File: config.mk
export PLATFORM = sky130hd
export DESIGN_NAME = down_timer_pwm_tone
export DESIGN_NICKNAME = d
export VERILOG_FILES = /design/src/rtl/down_timer_pwm_tone_pkg.sv /design/src/rtl/down_timer_pwm_tone.sv
export VERILOG_INCLUDE_DIRS = /design/src /design/src/rtl
export SDC_FILE = /design/constraint.sdc
export NUM_CORES = 1
export LEC_CHECK = 0
export BUFFER_PORTS_ARGS = -buffer_cell sky130_fd_sc_hd__clkbuf_2
export CORE_ASPECT_RATIO = 1.75
export CORE_MARGIN = 2
export CORE_UTILIZATION = 49
export DETAILED_ROUTE_END_ITERATION = 16
export GPL_TIMING_DRIVEN = 0
export PLACE_DENSITY = 0.74
export SLEW_MARGIN = 25
export SYNTH_ARGS = -nofsm -noshare
export SYNTH_HDL_FRONTEND = slang
export SYNTH_SLANG_ARGS = --single-unit
File: constraint.sdc
create_clock -name pclk -period 2.1 [get_ports pclk]
set_input_delay 0.105 -clock pclk [delete_from_list [all_inputs] [get_ports pclk]]
set_output_delay 0.105 -clock pclk [all_outputs]
set_load 0.01 [all_outputs]
File: src/rtl/down_timer_pwm_tone_regs.svh
// Purpose: Register indices, field positions, reset values for the down timer.
// Assumes: Byte address of a register is four times its index.
// Notes: Only the low byte of each 32-bit word carries data.
`ifndef DOWN_TIMER_PWM_TONE_REGS_SVH
`define DOWN_TIMER_PWM_TONE_REGS_SVH

// ****************************************************************
// Register indices
// ****************************************************************
`define IDX_DOWN_COUNTER_VALUE 6'h00
`define IDX_TIMER_CONTROL_ONE 6'h01
`define IDX_TIMER_CONTROL_TWO 6'h02
`define IDX_PWM_DUTY_VALUE 6'h03
`define IDX_PRESCALE_COUNT_VALUE 6'h04
`define IDX_TONE_CONTROL 6'h05
`define IDX_TIMER_STATUS 6'h06

// ****************************************************************
// Field positions
// ****************************************************************
`define BIT_TIMER_RUN_ENABLE 0
`define BIT_RELOAD_FROM_VALUE_SELECT 1
`define BIT_SINGLE_PASS_SELECT 2
`define BIT_PWM_LOW_ACTIVE_SELECT 6
`define BIT_PWM_PIN_ENABLE 7
`define BIT_COUNT_SOURCE_SELECT 5
`define BIT_COUNT_EDGE_SELECT 4
`define BIT_PRESCALE_DISABLE_N 3
`define BIT_TONE_ENABLE 7
`define BIT_UNDERFLOW_FLAG 0

// ****************************************************************
// Reset values and constants
// ****************************************************************
`define RST_TIMER_CONTROL_ONE 8'h00
`define RST_TIMER_CONTROL_TWO 6'h3F
`define RST_TONE_CONTROL 5'h0F
`define RST_DOWN_COUNTER 8'h00
`define RST_PWM_DUTY 8'h00
`define RST_PRESCALE 8'h00
`define COUNT_FLOOR 8'h00
`define COUNT_WRAP 8'hFF

`endif

File: src/rtl/down_timer_pwm_tone_pkg.sv
// Purpose: Types shared by the down timer design and its bench.
// Assumes: Nothing beyond the register header.
// Notes: Holds types only; numbers live in the register header.
package down_timer_pwm_tone_pkg;

    typedef enum logic {
        src_instruction = 1'b0,
        src_external = 1'b1
    } count_source_t;

    typedef enum logic [1:0] {
        pin_gpio = 2'b00,
        pin_tone = 2'b01,
        pin_pwm = 2'b10
    } pin_owner_t;

    typedef logic [7:0] byte_t;

endpackage

File: src/rtl/down_timer_pwm_tone.sv
// Purpose: 8-bit down timer with prescaler, PWM and tone output on one pin.
// Assumes: APB slave, zero wait states; pin inputs synchronous to pclk.
// Notes: Counter ticks are single-cycle enables derived inside pclk.
//
// Overview of operation
// [RQ1] Single-pass mode counts down to 0x00 once, then stops at underflow.
// [RQ2] Continuous with reload: underflow reloads the stored value and continues.
// [RQ3] Continuous without reload: underflow loads 0xFF and continues.
// [RQ4] After enabling, PWM stays inactive until the compare matches.
// [RQ5] Counter equal to duty makes PWM active until underflow.
// [RQ6] Polarity bit 1 gives active-low PWM, 0 gives active-high.
// [RQ7] PWM pin enable drives PB2 with PWM; clear leaves PB2 as GPIO. When clear, the code gives PB2 to the tone if tone enable is 1.
// [RQ8] Reload value sets PWM period, duty register sets duty.
// [RQ9] Source select 0 uses instruction clock, 1 uses external pin.
// [RQ10] External edge select 1 counts falling edges, 0 rising edges.
// [RQ11] Prescaler inserted when enable-low bit is 0; ratios 1:2 to 1:256.
// [RQ12] Software changes the ratio only while the prescaler is disabled.
// [RQ13] Prescale count register reads the live prescaler count.
// [RQ14] Tone codes 0000-0111 take prescaler output, 1:2 to 1:256.
// [RQ15] Tone codes 1000-1111 take counter bit 0 through bit 7.
// [RQ16] PWM duty register is write-only with undefined reset contents.
// [RQ17] Counter read returns live count; write loads reload and count.
// [RQ18] Underflow sets a sticky flag until firmware clears it.
// [RQ19] Counter advances only while the run enable bit is 1.
// [RQ20] Tone toggles on PB2 only while tone enable is 1.
// [RQ21] Underflow is detected on the tick that decrements from 0x00.
//
// Our own choice: the APB register port.
`include "down_timer_pwm_tone_regs.svh"
`timescale 1ns/1ps
`default_nettype none

module down_timer_pwm_tone (
    input wire logic pclk,
    input wire logic presetn,
    input wire logic psel,
    input wire logic penable,
    input wire logic pwrite,
    input wire logic [7:0] paddr,
    input wire logic [31:0] pwdata,
    input wire logic [3:0] pstrb,
    output logic [31:0] prdata,
    output logic pready,
    output logic pslverr,
    input wire logic external_count_input,
    input wire logic gpio_pin_out,
    input wire logic gpio_pin_oe,
    output logic pin_out,
    output logic pin_oe,
    output logic underflow_flag
);
    import down_timer_pwm_tone_pkg::*;

    // ****************************************************************
    // Register state
    // ****************************************************************
    logic timer_run_enable;
    logic reload_from_value_select;
    logic single_pass_select;
    logic pwm_low_active_select;
    logic pwm_pin_enable;
    count_source_t count_source_select;
    logic count_edge_select;
    logic prescale_disable_n;
    logic [2:0] prescale_ratio_select;
    byte_t pwm_duty_value;
    byte_t reload_value;
    byte_t down_counter_value;
    byte_t prescale_count_value;
    logic tone_enable;
    logic [3:0] tone_ratio_select;
    logic stopped;
    logic pwm_active;
    logic ext_prev;

    logic wr_access;
    logic src_tick;
    logic ps_tick;
    logic count_tick;
    logic underflow;
    logic [7:0] ps_mask;
    logic tone_level;
    pin_owner_t pin_owner;

    // Word index of a byte address; the low two bits must be zero.
    function automatic logic addr_is(input logic [7:0] addr, input logic [5:0] idx);
        addr_is = (addr[1:0] == 2'b00) && (addr[7:2] == idx);
    endfunction

    function automatic logic addr_mapped(input logic [7:0] addr);
        addr_mapped = (addr[1:0] == 2'b00) && (addr[7:2] <= `IDX_TIMER_STATUS);
    endfunction

    assign wr_access = psel && penable && pwrite && pstrb[0];

    // ****************************************************************
    // Count source and prescaler
    // ****************************************************************
    always_ff @(posedge pclk or negedge presetn) begin
        if (!presetn) begin
            ext_prev <= 1'b0;
        end else begin
            ext_prev <= external_count_input;
        end
    end

    always_comb begin
        if (count_source_select == src_external) begin // see [RQ9]
            if (count_edge_select) begin // see [RQ10]
                src_tick = ext_prev && !external_count_input;
            end else begin
                src_tick = !ext_prev && external_count_input;
            end
        end else begin
            src_tick = 1'b1;
        end
    end

    // A ratio of 2^(n+1) ticks when the low n+1 prescaler bits are all ones.
    assign ps_mask = 8'(({1'b0, 8'h01} << ({1'b0, prescale_ratio_select} + 4'h1)) - 9'h001);
    assign ps_tick = src_tick && ((prescale_count_value & ps_mask) == ps_mask); // see [RQ11]
    assign count_tick = (prescale_disable_n ? src_tick : ps_tick)
                        && timer_run_enable && !stopped; // see [RQ19]
    assign underflow = count_tick && (down_counter_value == `COUNT_FLOOR); // see [RQ21]

    // Changing the ratio while running can hit the mask early; software avoids it.
    always_ff @(posedge pclk or negedge presetn) begin
        if (!presetn) begin
            prescale_count_value <= `RST_PRESCALE;
        end else if (!prescale_disable_n && src_tick) begin // see [RQ13]
            prescale_count_value <= prescale_count_value + 8'h01;
        end
    end

    // ****************************************************************
    // Control registers
    // ****************************************************************
    always_ff @(posedge pclk or negedge presetn) begin
        if (!presetn) begin
            {pwm_pin_enable, pwm_low_active_select} <= 2'b00;
            {single_pass_select, reload_from_value_select, timer_run_enable} <= 3'b000;
        end else if (wr_access && addr_is(paddr, `IDX_TIMER_CONTROL_ONE)) begin
            pwm_pin_enable <= pwdata[`BIT_PWM_PIN_ENABLE];
            pwm_low_active_select <= pwdata[`BIT_PWM_LOW_ACTIVE_SELECT];
            single_pass_select <= pwdata[`BIT_SINGLE_PASS_SELECT];
            reload_from_value_select <= pwdata[`BIT_RELOAD_FROM_VALUE_SELECT];
            timer_run_enable <= pwdata[`BIT_TIMER_RUN_ENABLE];
        end
    end

    always_ff @(posedge pclk or negedge presetn) begin
        if (!presetn) begin
            // The source select is an enum, so its reset bit goes in through a cast.
            count_source_select <= count_source_t'(1'(`RST_TIMER_CONTROL_TWO >> 5));
            {count_edge_select, prescale_disable_n, prescale_ratio_select} <=
                5'(`RST_TIMER_CONTROL_TWO);
        end else if (wr_access && addr_is(paddr, `IDX_TIMER_CONTROL_TWO)) begin
            count_source_select <= count_source_t'(pwdata[`BIT_COUNT_SOURCE_SELECT]);
            count_edge_select <= pwdata[`BIT_COUNT_EDGE_SELECT];
            prescale_disable_n <= pwdata[`BIT_PRESCALE_DISABLE_N];
            prescale_ratio_select <= pwdata[2:0];
        end
    end

    // Duty has no defined reset value to software; it is cleared for determinism.
    always_ff @(posedge pclk or negedge presetn) begin
        if (!presetn) begin
            pwm_duty_value <= `RST_PWM_DUTY;
        end else if (wr_access && addr_is(paddr, `IDX_PWM_DUTY_VALUE)) begin // see [RQ16]
            pwm_duty_value <= pwdata[7:0];
        end
    end

    always_ff @(posedge pclk or negedge presetn) begin
        if (!presetn) begin
            {tone_enable, tone_ratio_select} <= `RST_TONE_CONTROL;
        end else if (wr_access && addr_is(paddr, `IDX_TONE_CONTROL)) begin
            tone_enable <= pwdata[`BIT_TONE_ENABLE];
            tone_ratio_select <= pwdata[3:0];
        end
    end

    // ****************************************************************
    // Down counter
    // ****************************************************************
    always_ff @(posedge pclk or negedge presetn) begin
        if (!presetn) begin
            down_counter_value <= `RST_DOWN_COUNTER;
            reload_value <= `RST_DOWN_COUNTER;
            stopped <= 1'b0;
        end else if (wr_access && addr_is(paddr, `IDX_DOWN_COUNTER_VALUE)) begin
            down_counter_value <= pwdata[7:0]; // see [RQ17]
            reload_value <= pwdata[7:0];
            stopped <= 1'b0;
        end else if (underflow) begin
            if (single_pass_select) begin
                stopped <= 1'b1; // see [RQ1]
            end else if (reload_from_value_select) begin
                down_counter_value <= reload_value; // see [RQ2]
            end else begin
                down_counter_value <= `COUNT_WRAP; // see [RQ3]
            end
        end else if (count_tick) begin
            down_counter_value <= down_counter_value - 8'h01;
        end
    end

    // Setting wins over a clear that lands in the same cycle.
    always_ff @(posedge pclk or negedge presetn) begin
        if (!presetn) begin
            underflow_flag <= 1'b0;
        end else if (underflow) begin
            underflow_flag <= 1'b1; // see [RQ18]
        end else if (wr_access && addr_is(paddr, `IDX_TIMER_STATUS)
                     && pwdata[`BIT_UNDERFLOW_FLAG]) begin
            underflow_flag <= 1'b0;
        end
    end

    // ****************************************************************
    // PWM and tone
    // ****************************************************************
    // Period follows the reload value and duty the compare value.
    always_ff @(posedge pclk or negedge presetn) begin
        if (!presetn) begin
            pwm_active <= 1'b0;
        end else if (!timer_run_enable || underflow) begin
            pwm_active <= 1'b0; // see [RQ4]
        end else if (down_counter_value == pwm_duty_value) begin
            pwm_active <= 1'b1; // see [RQ5] [RQ8]
        end
    end

    always_comb begin
        if (tone_ratio_select[3]) begin
            tone_level = down_counter_value[tone_ratio_select[2:0]]; // see [RQ15]
        end else begin
            tone_level = prescale_count_value[tone_ratio_select[2:0]]; // see [RQ14]
        end
    end

    // PWM outranks the tone, and both outrank ordinary port use of the pin.
    always_comb begin
        if (pwm_pin_enable) begin
            pin_owner = pin_pwm; // see [RQ7]
        end else if (tone_enable) begin
            pin_owner = pin_tone; // see [RQ20]
        end else begin
            pin_owner = pin_gpio;
        end
    end

    // The pin is a flop so the pad never sees decode glitches.
    always_ff @(posedge pclk or negedge presetn) begin
        if (!presetn) begin
            pin_out <= 1'b0;
            pin_oe <= 1'b0;
        end else begin
            case (pin_owner)
                pin_pwm: begin
                    pin_out <= pwm_active ^ pwm_low_active_select; // see [RQ6] [RQ7]
                    pin_oe <= 1'b1;
                end
                pin_tone: begin
                    pin_out <= tone_level; // see [RQ20]
                    pin_oe <= 1'b1;
                end
                default: begin
                    pin_out <= gpio_pin_out; // see [RQ7]
                    pin_oe <= gpio_pin_oe;
                end
            endcase
        end
    end

    // ****************************************************************
    // APB read path
    // ****************************************************************
    // Read data is captured in the setup cycle so the access phase is zero-wait.
    always_ff @(posedge pclk or negedge presetn) begin
        if (!presetn) begin
            prdata <= 32'h00000000;
            pslverr <= 1'b0;
            pready <= 1'b0;
        end else begin
            pready <= 1'b1;
            if (psel && !penable) begin
                pslverr <= !addr_mapped(paddr);
                if (addr_is(paddr, `IDX_DOWN_COUNTER_VALUE)) begin
                    prdata <= {24'h000000, down_counter_value}; // see [RQ17]
                end else if (addr_is(paddr, `IDX_TIMER_CONTROL_ONE)) begin
                    prdata <= {29'h00000000, single_pass_select,
                               reload_from_value_select, timer_run_enable};
                end else if (addr_is(paddr, `IDX_TIMER_CONTROL_TWO)) begin
                    prdata <= {26'h0000000, count_source_select, count_edge_select,
                               prescale_disable_n, prescale_ratio_select};
                end else if (addr_is(paddr, `IDX_PRESCALE_COUNT_VALUE)) begin
                    prdata <= {24'h000000, prescale_count_value}; // see [RQ13]
                end else if (addr_is(paddr, `IDX_TIMER_STATUS)) begin
                    prdata <= {31'h00000000, underflow_flag};
                end else begin
                    prdata <= 32'h00000000;
                end
            end
        end
    end

endmodule

`default_nettype wire

Word level (Yosys, flattened, before mapping)
Cells that the tools add are included.

Register bits: 88. Output and inout bits: 37. Word-level logic and storage cells: 118.

Add/sub/neg operators: 4. $lt $le $gt $ge: 2. Equal/unequal tests: 11. Shift operators: 1. Mux-type cells: 29. Bitwise gates (word level): 2. Reduce and logical (&&, ||, !) cells: 45.

Operators by type and width (number): $mux W8 (8); $mux W32 (1); $logic_and A1 B1 Y1 (26); $eq A6 B3 Y1 const B (3); $eq A8 B8 Y1 (2); $mux W1 (16); $sub A8 B1 Y8 const B (2); $eq A6 B2 Y1 const B (2); $add A8 B1 Y8 const B (1); $and A8 B8 Y8 (1); $logic_not A8 Y1 (1); $reduce_bool A2 Y1 (4); $shl A1 B4 Y8 const A (1); $logic_not A1 Y1 (7); $bmux W1 S3 (2); $eq A6 B1 Y1 const B (1); $le A6 B3 Y1 const B (1); $logic_not A6 Y1 (1); $add A3 B1 Y4 const B (1); $lt A3 B4 Y1 const B (1); $reduce_and A2 Y1 (2); $ne A3 B2 Y1 const B (1); $reduce_bool A3 Y1 (1); $eq A2 B1 Y1 const B (1); 7 further kinds (7).

Logic depth before layout (Yosys ltp)
Depth in word-level cells: 12. Gate-level depth with buffers: 10.

Least setup slack after synthesis
Ideal clock, no wire load.

Path type: flip-flop to flip-flop. Start point: reg prescale_ratio_select[1]. End point: reg down_counter_value[3]. Library setup time: 0.123 ns. Arrival: 2.139 ns. Data required time: 1.977 ns. Path slack: -0.162 ns. Stages on the path, launching flop included: 11. Path buffers: 2. Period minus slack after synthesis: 2.262 ns. Cell sequence: dfstp_2 -> buf_6 -> or3_1 -> ha_1 -> and3b_1 -> o21ai_0 -> o2111ai_2 -> o21ai_2 -> buf_6 -> mux2i_1 -> a21oi_1.

Word-level cells in the longest chain between the ends: 12. Elaborated cells between the ends (all ways): 15.

Ends and longest elaborated chain: start, declared (RTL line down_timer_pwm_tone.sv:65) `logic [2:0] prescale_ratio_select;`; start signal, assigned (RTL line down_timer_pwm_tone.sv:155) `{count_edge_select, prescale_disable_n, prescale_ratio_select} <=`; start signal, assigned (RTL line down_timer_pwm_tone.sv:161) `prescale_ratio_select <= pwdata[2:0];`; $add A3 B1 Y4 (*) (RTL line down_timer_pwm_tone.sv:120) `assign ps_mask = 8'(({1'b0, 8'h01} << ({1'b0, prescale_ratio_select} + 4'h1)) - 9'h001);`; $shl A1 B4 Y8 (*) (RTL line down_timer_pwm_tone.sv:120); $sub A8 B1 Y8 (*) (RTL line down_timer_pwm_tone.sv:120); $and A8 B8 Y8 (RTL line down_timer_pwm_tone.sv:121) `assign ps_tick = src_tick && ((prescale_count_value & ps_mask) == ps_mask);`; $eq A8 B8 Y1 (*) (RTL line down_timer_pwm_tone.sv:121); $logic_and A1 B1 Y1 (*) (RTL line down_timer_pwm_tone.sv:121); $mux W1 (*) (RTL line down_timer_pwm_tone.sv:122) `assign count_tick = (prescale_disable_n ? src_tick : ps_tick)`; $logic_and A1 B1 Y1 (*) (2 in a row) (RTL line down_timer_pwm_tone.sv:123) `&& timer_run_enable && !stopped;`; $logic_and A1 B1 Y1 (RTL line down_timer_pwm_tone.sv:124) `` assign underflow = count_tick && (down_counter_value == `COUNT_FLOOR); ``; $ne A3 B2 Y1 (no line) (tied with other cells); $reduce_and A2 Y1 (no line) / $mux W8 (equally long branches); end signal, assigned (RTL line down_timer_pwm_tone.sv:188) `` down_counter_value <= `RST_DOWN_COUNTER; ``; end signal, assigned (RTL line down_timer_pwm_tone.sv:192) `down_counter_value <= pwdata[7:0];`; end signal, assigned (RTL line down_timer_pwm_tone.sv:199) `down_counter_value <= reload_value;`; end, declared (RTL line down_timer_pwm_tone.sv:68) `byte_t down_counter_value;`.

Every way passes the cells marked *; elsewhere a longest branch is shown, timed or not. A chain may end at the register's enable or synchronous reset.

Final worst setup path
Start point: reg prescale_ratio_select[2]. End point: reg down_counter_value[0].

Same word-level chain as after synthesis.

==> flow_metrics.py <==
metrics = {
    "timing": {
        "timing.final.hold_violations": 0,
        "timing.slew.headroom_pct": 44.6,
        "timing.final.crit_period_ps": 2340,
        "grt_setup_unrepaired": "true",
        "finalSetupViolations": 11,
        "fmax_ghz": 0.428,
        "final.period_utilization_pct": 111,
        "finClkSkew_ps": 5.34,
        "slew_violations": 0,
        "worst_slew_pin_slew_ps": 827,
        "final_critical_path_setup_slack_ps": -238,
    },
    "synth": {
        "synth-async-reset-ratio_pct": 100,
        "synth_most_common_cell": "sky130_fd_sc_hd__dfrtp_1",
        "syn_avg_cell_area_sq_um": 10.4,
        "synthTopCellsByArea": "sky130_fd_sc_hd__dfrtp_1, sky130_fd_sc_hd__mux2_2, sky130_fd_sc_hd__dfstp_2",
        "yosys_register_bits": 64,
        "synth_ff_type": "sky130_fd_sc_hd__dfrtp_1",
        "synth_sequential_area_ratio_pct": 43.7,
        "synthesis.area_sq_um": 3690,
        "ys_types": 57,
        "commonest_cells_post_synth": "sky130_fd_sc_hd__dfrtp_1, sky130_fd_sc_hd__nand2_1, sky130_fd_sc_hd__buf_4, sky130_fd_sc_hd__mux2_2, sky130_fd_sc_hd__nor2_1",
        "post-synth-top-area-fraction_pct": 36.6,
        "yosys_warnings": 0,
        "count_of_flip_flops_with_a_built_in_enable_after_synthesis": 0,
        "synth_top_cell_by_area": "sky130_fd_sc_hd__dfrtp_1",
        "synthCells": 355,
    },
    "setup_path": {
        "crit-reg2reg-capture": "down_counter_value[0]",
        "slowest_stage": "sky130_fd_sc_hd__dfstp_2",
        "critical_path_max_stage_delay_ps": 370,
        "worstSetupStartpointType": "flop",
        "worst_r2r_startpoint": "prescale_ratio_select[2]",
        "path_cells": "buf_6 -> or3_4 -> ha_4 -> nor4bb_4 -> a31oi_2 -> o2111ai_2 -> o21ai_2 -> buf_4 -> a31o_4 -> o22a_1",
        "cp-end-kind": "flop",
        "ff2ff_path_depth": 10,
        "ff2ff_setup_slack_ps": -240,
        "timing_worst_setup_path_type": "flop to flop",
        "worst_ep_required_time_ps": 2320,
        "worstPathMaxFanout": 5,
        "cp_data_arrival_time_ps": 2560,
    },
    "routing": {
        "routed_wire_length_per_instance_um": 16.8,
        "route.final.wire_length_um": 8890,
        "antenna_left": 0,
        "first_iter_violations": 239,
        "number_of_vias_in_the_routed_layout": 2891,
        "drt_drc_violations_left": 0,
        "detail_route.vias_per_cell": 5.48,
        "drt-pass1-iter-count": 6,
    },
    "clocking": {
        "clk_path_buf_depth": 2,
        "clk_pin_slew_ps": 50,
        "htree_levels": 3,
        "ctsRootBufferMaster": "sky130_fd_sc_hd__clkbuf_16",
        "cts-buffers-inserted": 9,
        "cts_tree": "built",
        "cts.sink_count": 64,
        "clk-insertion-delay-late_ps": 340,
    },
    "grt": {
        "global_route.usage.total_pct": 23.0,
        "first_pass_grt_wire_length_um": 14500,
        "first_global_vias": 2972,
        "grt-ovfl-total": 0,
        "grt_start_max_net_pins": 50,
        "grt_antenna_before_repair": 0,
    },
    "floorplanning": {
        "ioPinCount": 89,
        "initial_core_utilization_pct": 51.0,
        "fp-row-count": 41,
        "die_area_sq_um": 8270,
        "die_h_um": 119,
        "die-width_um": 69.6,
        "core_area_sq_um": 7230,
    },
    "placement": {
        "dpl_worst_slack_ps": -405,
        "gpl.final_weighted_congestion": 0.875,
        "numPortBuffers": 36,
        "detailedPlacementHpwl_um": 6290,
        "placedInstanceArea_sq_um": 4100,
    },
    "power_and_ir_drop": {
        "leakagePower_nw": 2.24,
        "vdd.ir_drop.worst_v": 0.000532,
        "powerDensity_nw_per_um2": 789,
    },
    "layout": {
        "nNetsFinal": 493,
        "final_design_area_no_fill_sq_um": 4590,
        "antenna_cells_inserted": 0,
        "areaGrowthSynthToFinish_pct": 24.5,
        "fill_cells": 584,
        "fraction_of_layout_cells_with_a_size_suffix_above_1_pct": 34.2,
    },
    "job": {
        "maxCapViolations": 0,
    },
    "run_status": {
        "violations_in_the_final_reports": "negative setup slack",
        "run_status": "finished with violations",
    },
    "worst_hold_path": {
        "hp-class": "input pin to flop",
        "hold-path-endpoint": "reload_value[4]",
        "number_of_cells_on_the_worst_hold_path": 3,
        "min-delay-start": "pwdata[4]",
    },
}
cells by family after synthesis:
group | synth area share [%]
AND/OR/NAND/NOR | 14.9
flip-flops | 43.7
multiplexers | 16.7
buffers and inverters | 8.68
AO/OA/AOI/OAI | 8.92
XOR/XNOR | 5.46
adder cells (fa/ha/maj) | 1.36
other | 0.204
how the worst max path moves through the flow:
| stage | slack, ps | endpoint | cells past startpoint | start |
|---|---|---|---|---|
| 6_report | -240 | down_counter_value[0] | 10 | prescale_ratio_select[2] |
| 5_1_grt | -380 | down_counter_value[6] | 10 | prescale_ratio_select[2] |
| 4_1_cts | -320 | down_counter_value[6] | 10 | prescale_ratio_select[2] |
| 3_5_place_dp | -410 | down_counter_value[6] | 10 | prescale_ratio_select[0] |
| 3_3_place_gp | -330 | down_counter_value[6] | 10 | prescale_ratio_select[0] |
| 2_1_floorplan | 90 | down_counter_value[3] | 7 | count_edge_select |
repair_timing:
action	CTS	global route
hold buffers	3	0
gates cloned	1	0
setup buffers	6	2
setup endpoints to repair	11	13
gates resized for setup	8	9
pin swaps	9	9
hold endpoints to repair	57	0
layer usage:
metal	track usage, %	vias up	share of wire (%)
met1	24.0	1374	36
met5	0	-	0
met3	5.63	42	6.0
li1	-	1363	-
met4	15.4	0	5.4
met2	40.2	112	53
critical path, delay by kind of cell, from the launching register on:
| family | cells | cell delay [ps] |
|---|---|---|
| buffers and inverters | 2 | 250 |
| AO/OA/AOI/OAI | 5 | 780 |
| AND/OR/NAND/NOR | 2 | 610 |
| flip-flops | 1 | 370 |
| adder cells (fa/ha/maj) | 1 | 200 |
flip-flops by register name, summed over array words and instances (netlist names), 3 cells and up:
signal	count
pwm_duty_value	8
reload_value	8
prescale_count_value	8
tone_ratio_select	4
prdata	8
down_counter_value	8
prescale_ratio_select	3
power by group:
part | switching [mW] | total, mW | internal [mW]
Sequential | 0.158 | 1.49 | 1.33
Clock | 0.536 | 1.60 | 1.07
Combinational | 0.267 | 0.534 | 0.267
Total | 0.962 | 3.63 | 2.66
layout make-up:
cell class	count	area [sq um]	area share [%]
Buffer	40	274	5.96
Clock buffer	11	243	5.28
Clock inverter	5	80.1	1.74
Inverter	9	33.8	0.735
Multi-Input combinational cell	264	1940	42.2
Sequential cell	64	1610	35.1
Tap cell	86	108	2.34
Timing Repair Buffer	49	305	6.64
cells in the final DEF, fill, tap and decap left out, types with 3 or more instances in the layout:
cell type,netlist,final
sky130_fd_sc_hd__buf_6,4,4
sky130_fd_sc_hd__nor2_1,24,24
sky130_fd_sc_hd__dfrtp_1,54,54
sky130_fd_sc_hd__mux4_2,6,6
sky130_fd_sc_hd__dfstp_2,10,10
sky130_fd_sc_hd__o21ai_0,11,9
sky130_fd_sc_hd__conb_1,2,26
sky130_fd_sc_hd__inv_1,9,9
sky130_fd_sc_hd__mux2_2,25,25
sky130_fd_sc_hd__o31ai_1,3,3
sky130_fd_sc_hd__clkbuf_2,1,36
sky130_fd_sc_hd__clkbuf_1,8,9
sky130_fd_sc_hd__xor2_1,14,14
sky130_fd_sc_hd__nor4_1,6,5
sky130_fd_sc_hd__clkbuf_16,0,9
sky130_fd_sc_hd__nand3_1,9,9
sky130_fd_sc_hd__a22oi_1,3,3
sky130_fd_sc_hd__xnor2_1,9,9
sky130_fd_sc_hd__nand4_1,4,4
sky130_fd_sc_hd__a21oi_1,11,10
sky130_fd_sc_hd__nand2_1,45,45
sky130_fd_sc_hd__mux2i_1,20,20
sky130_fd_sc_hd__ha_1,4,3
sky130_fd_sc_hd__dlygate4sd3_1,0,3
sky130_fd_sc_hd__buf_2,3,3
sky130_fd_sc_hd__nor3_1,3,3
sky130_fd_sc_hd__buf_4,25,32
metrics by stage:
step | total power, mW | std cells | util, % | hold slack, ps | TNS (ps)
after floorplan | 1.79 | 379 | - | -191 | 0
after global placement | 1.97 | 501 | 56.2 | 245 | -3270
after detailed placement | 1.99 | 502 | 56.7 | 20.5 | -3410
after CTS | 3.62 | 527 | 62.8 | 11.7 | -3060
after global routing | 3.78 | 528 | 63.5 | 36.6 | -3560
final | 3.63 | 528 | 63.5 | 11.6 | -2110
Power figures use the tool's default switching activity.
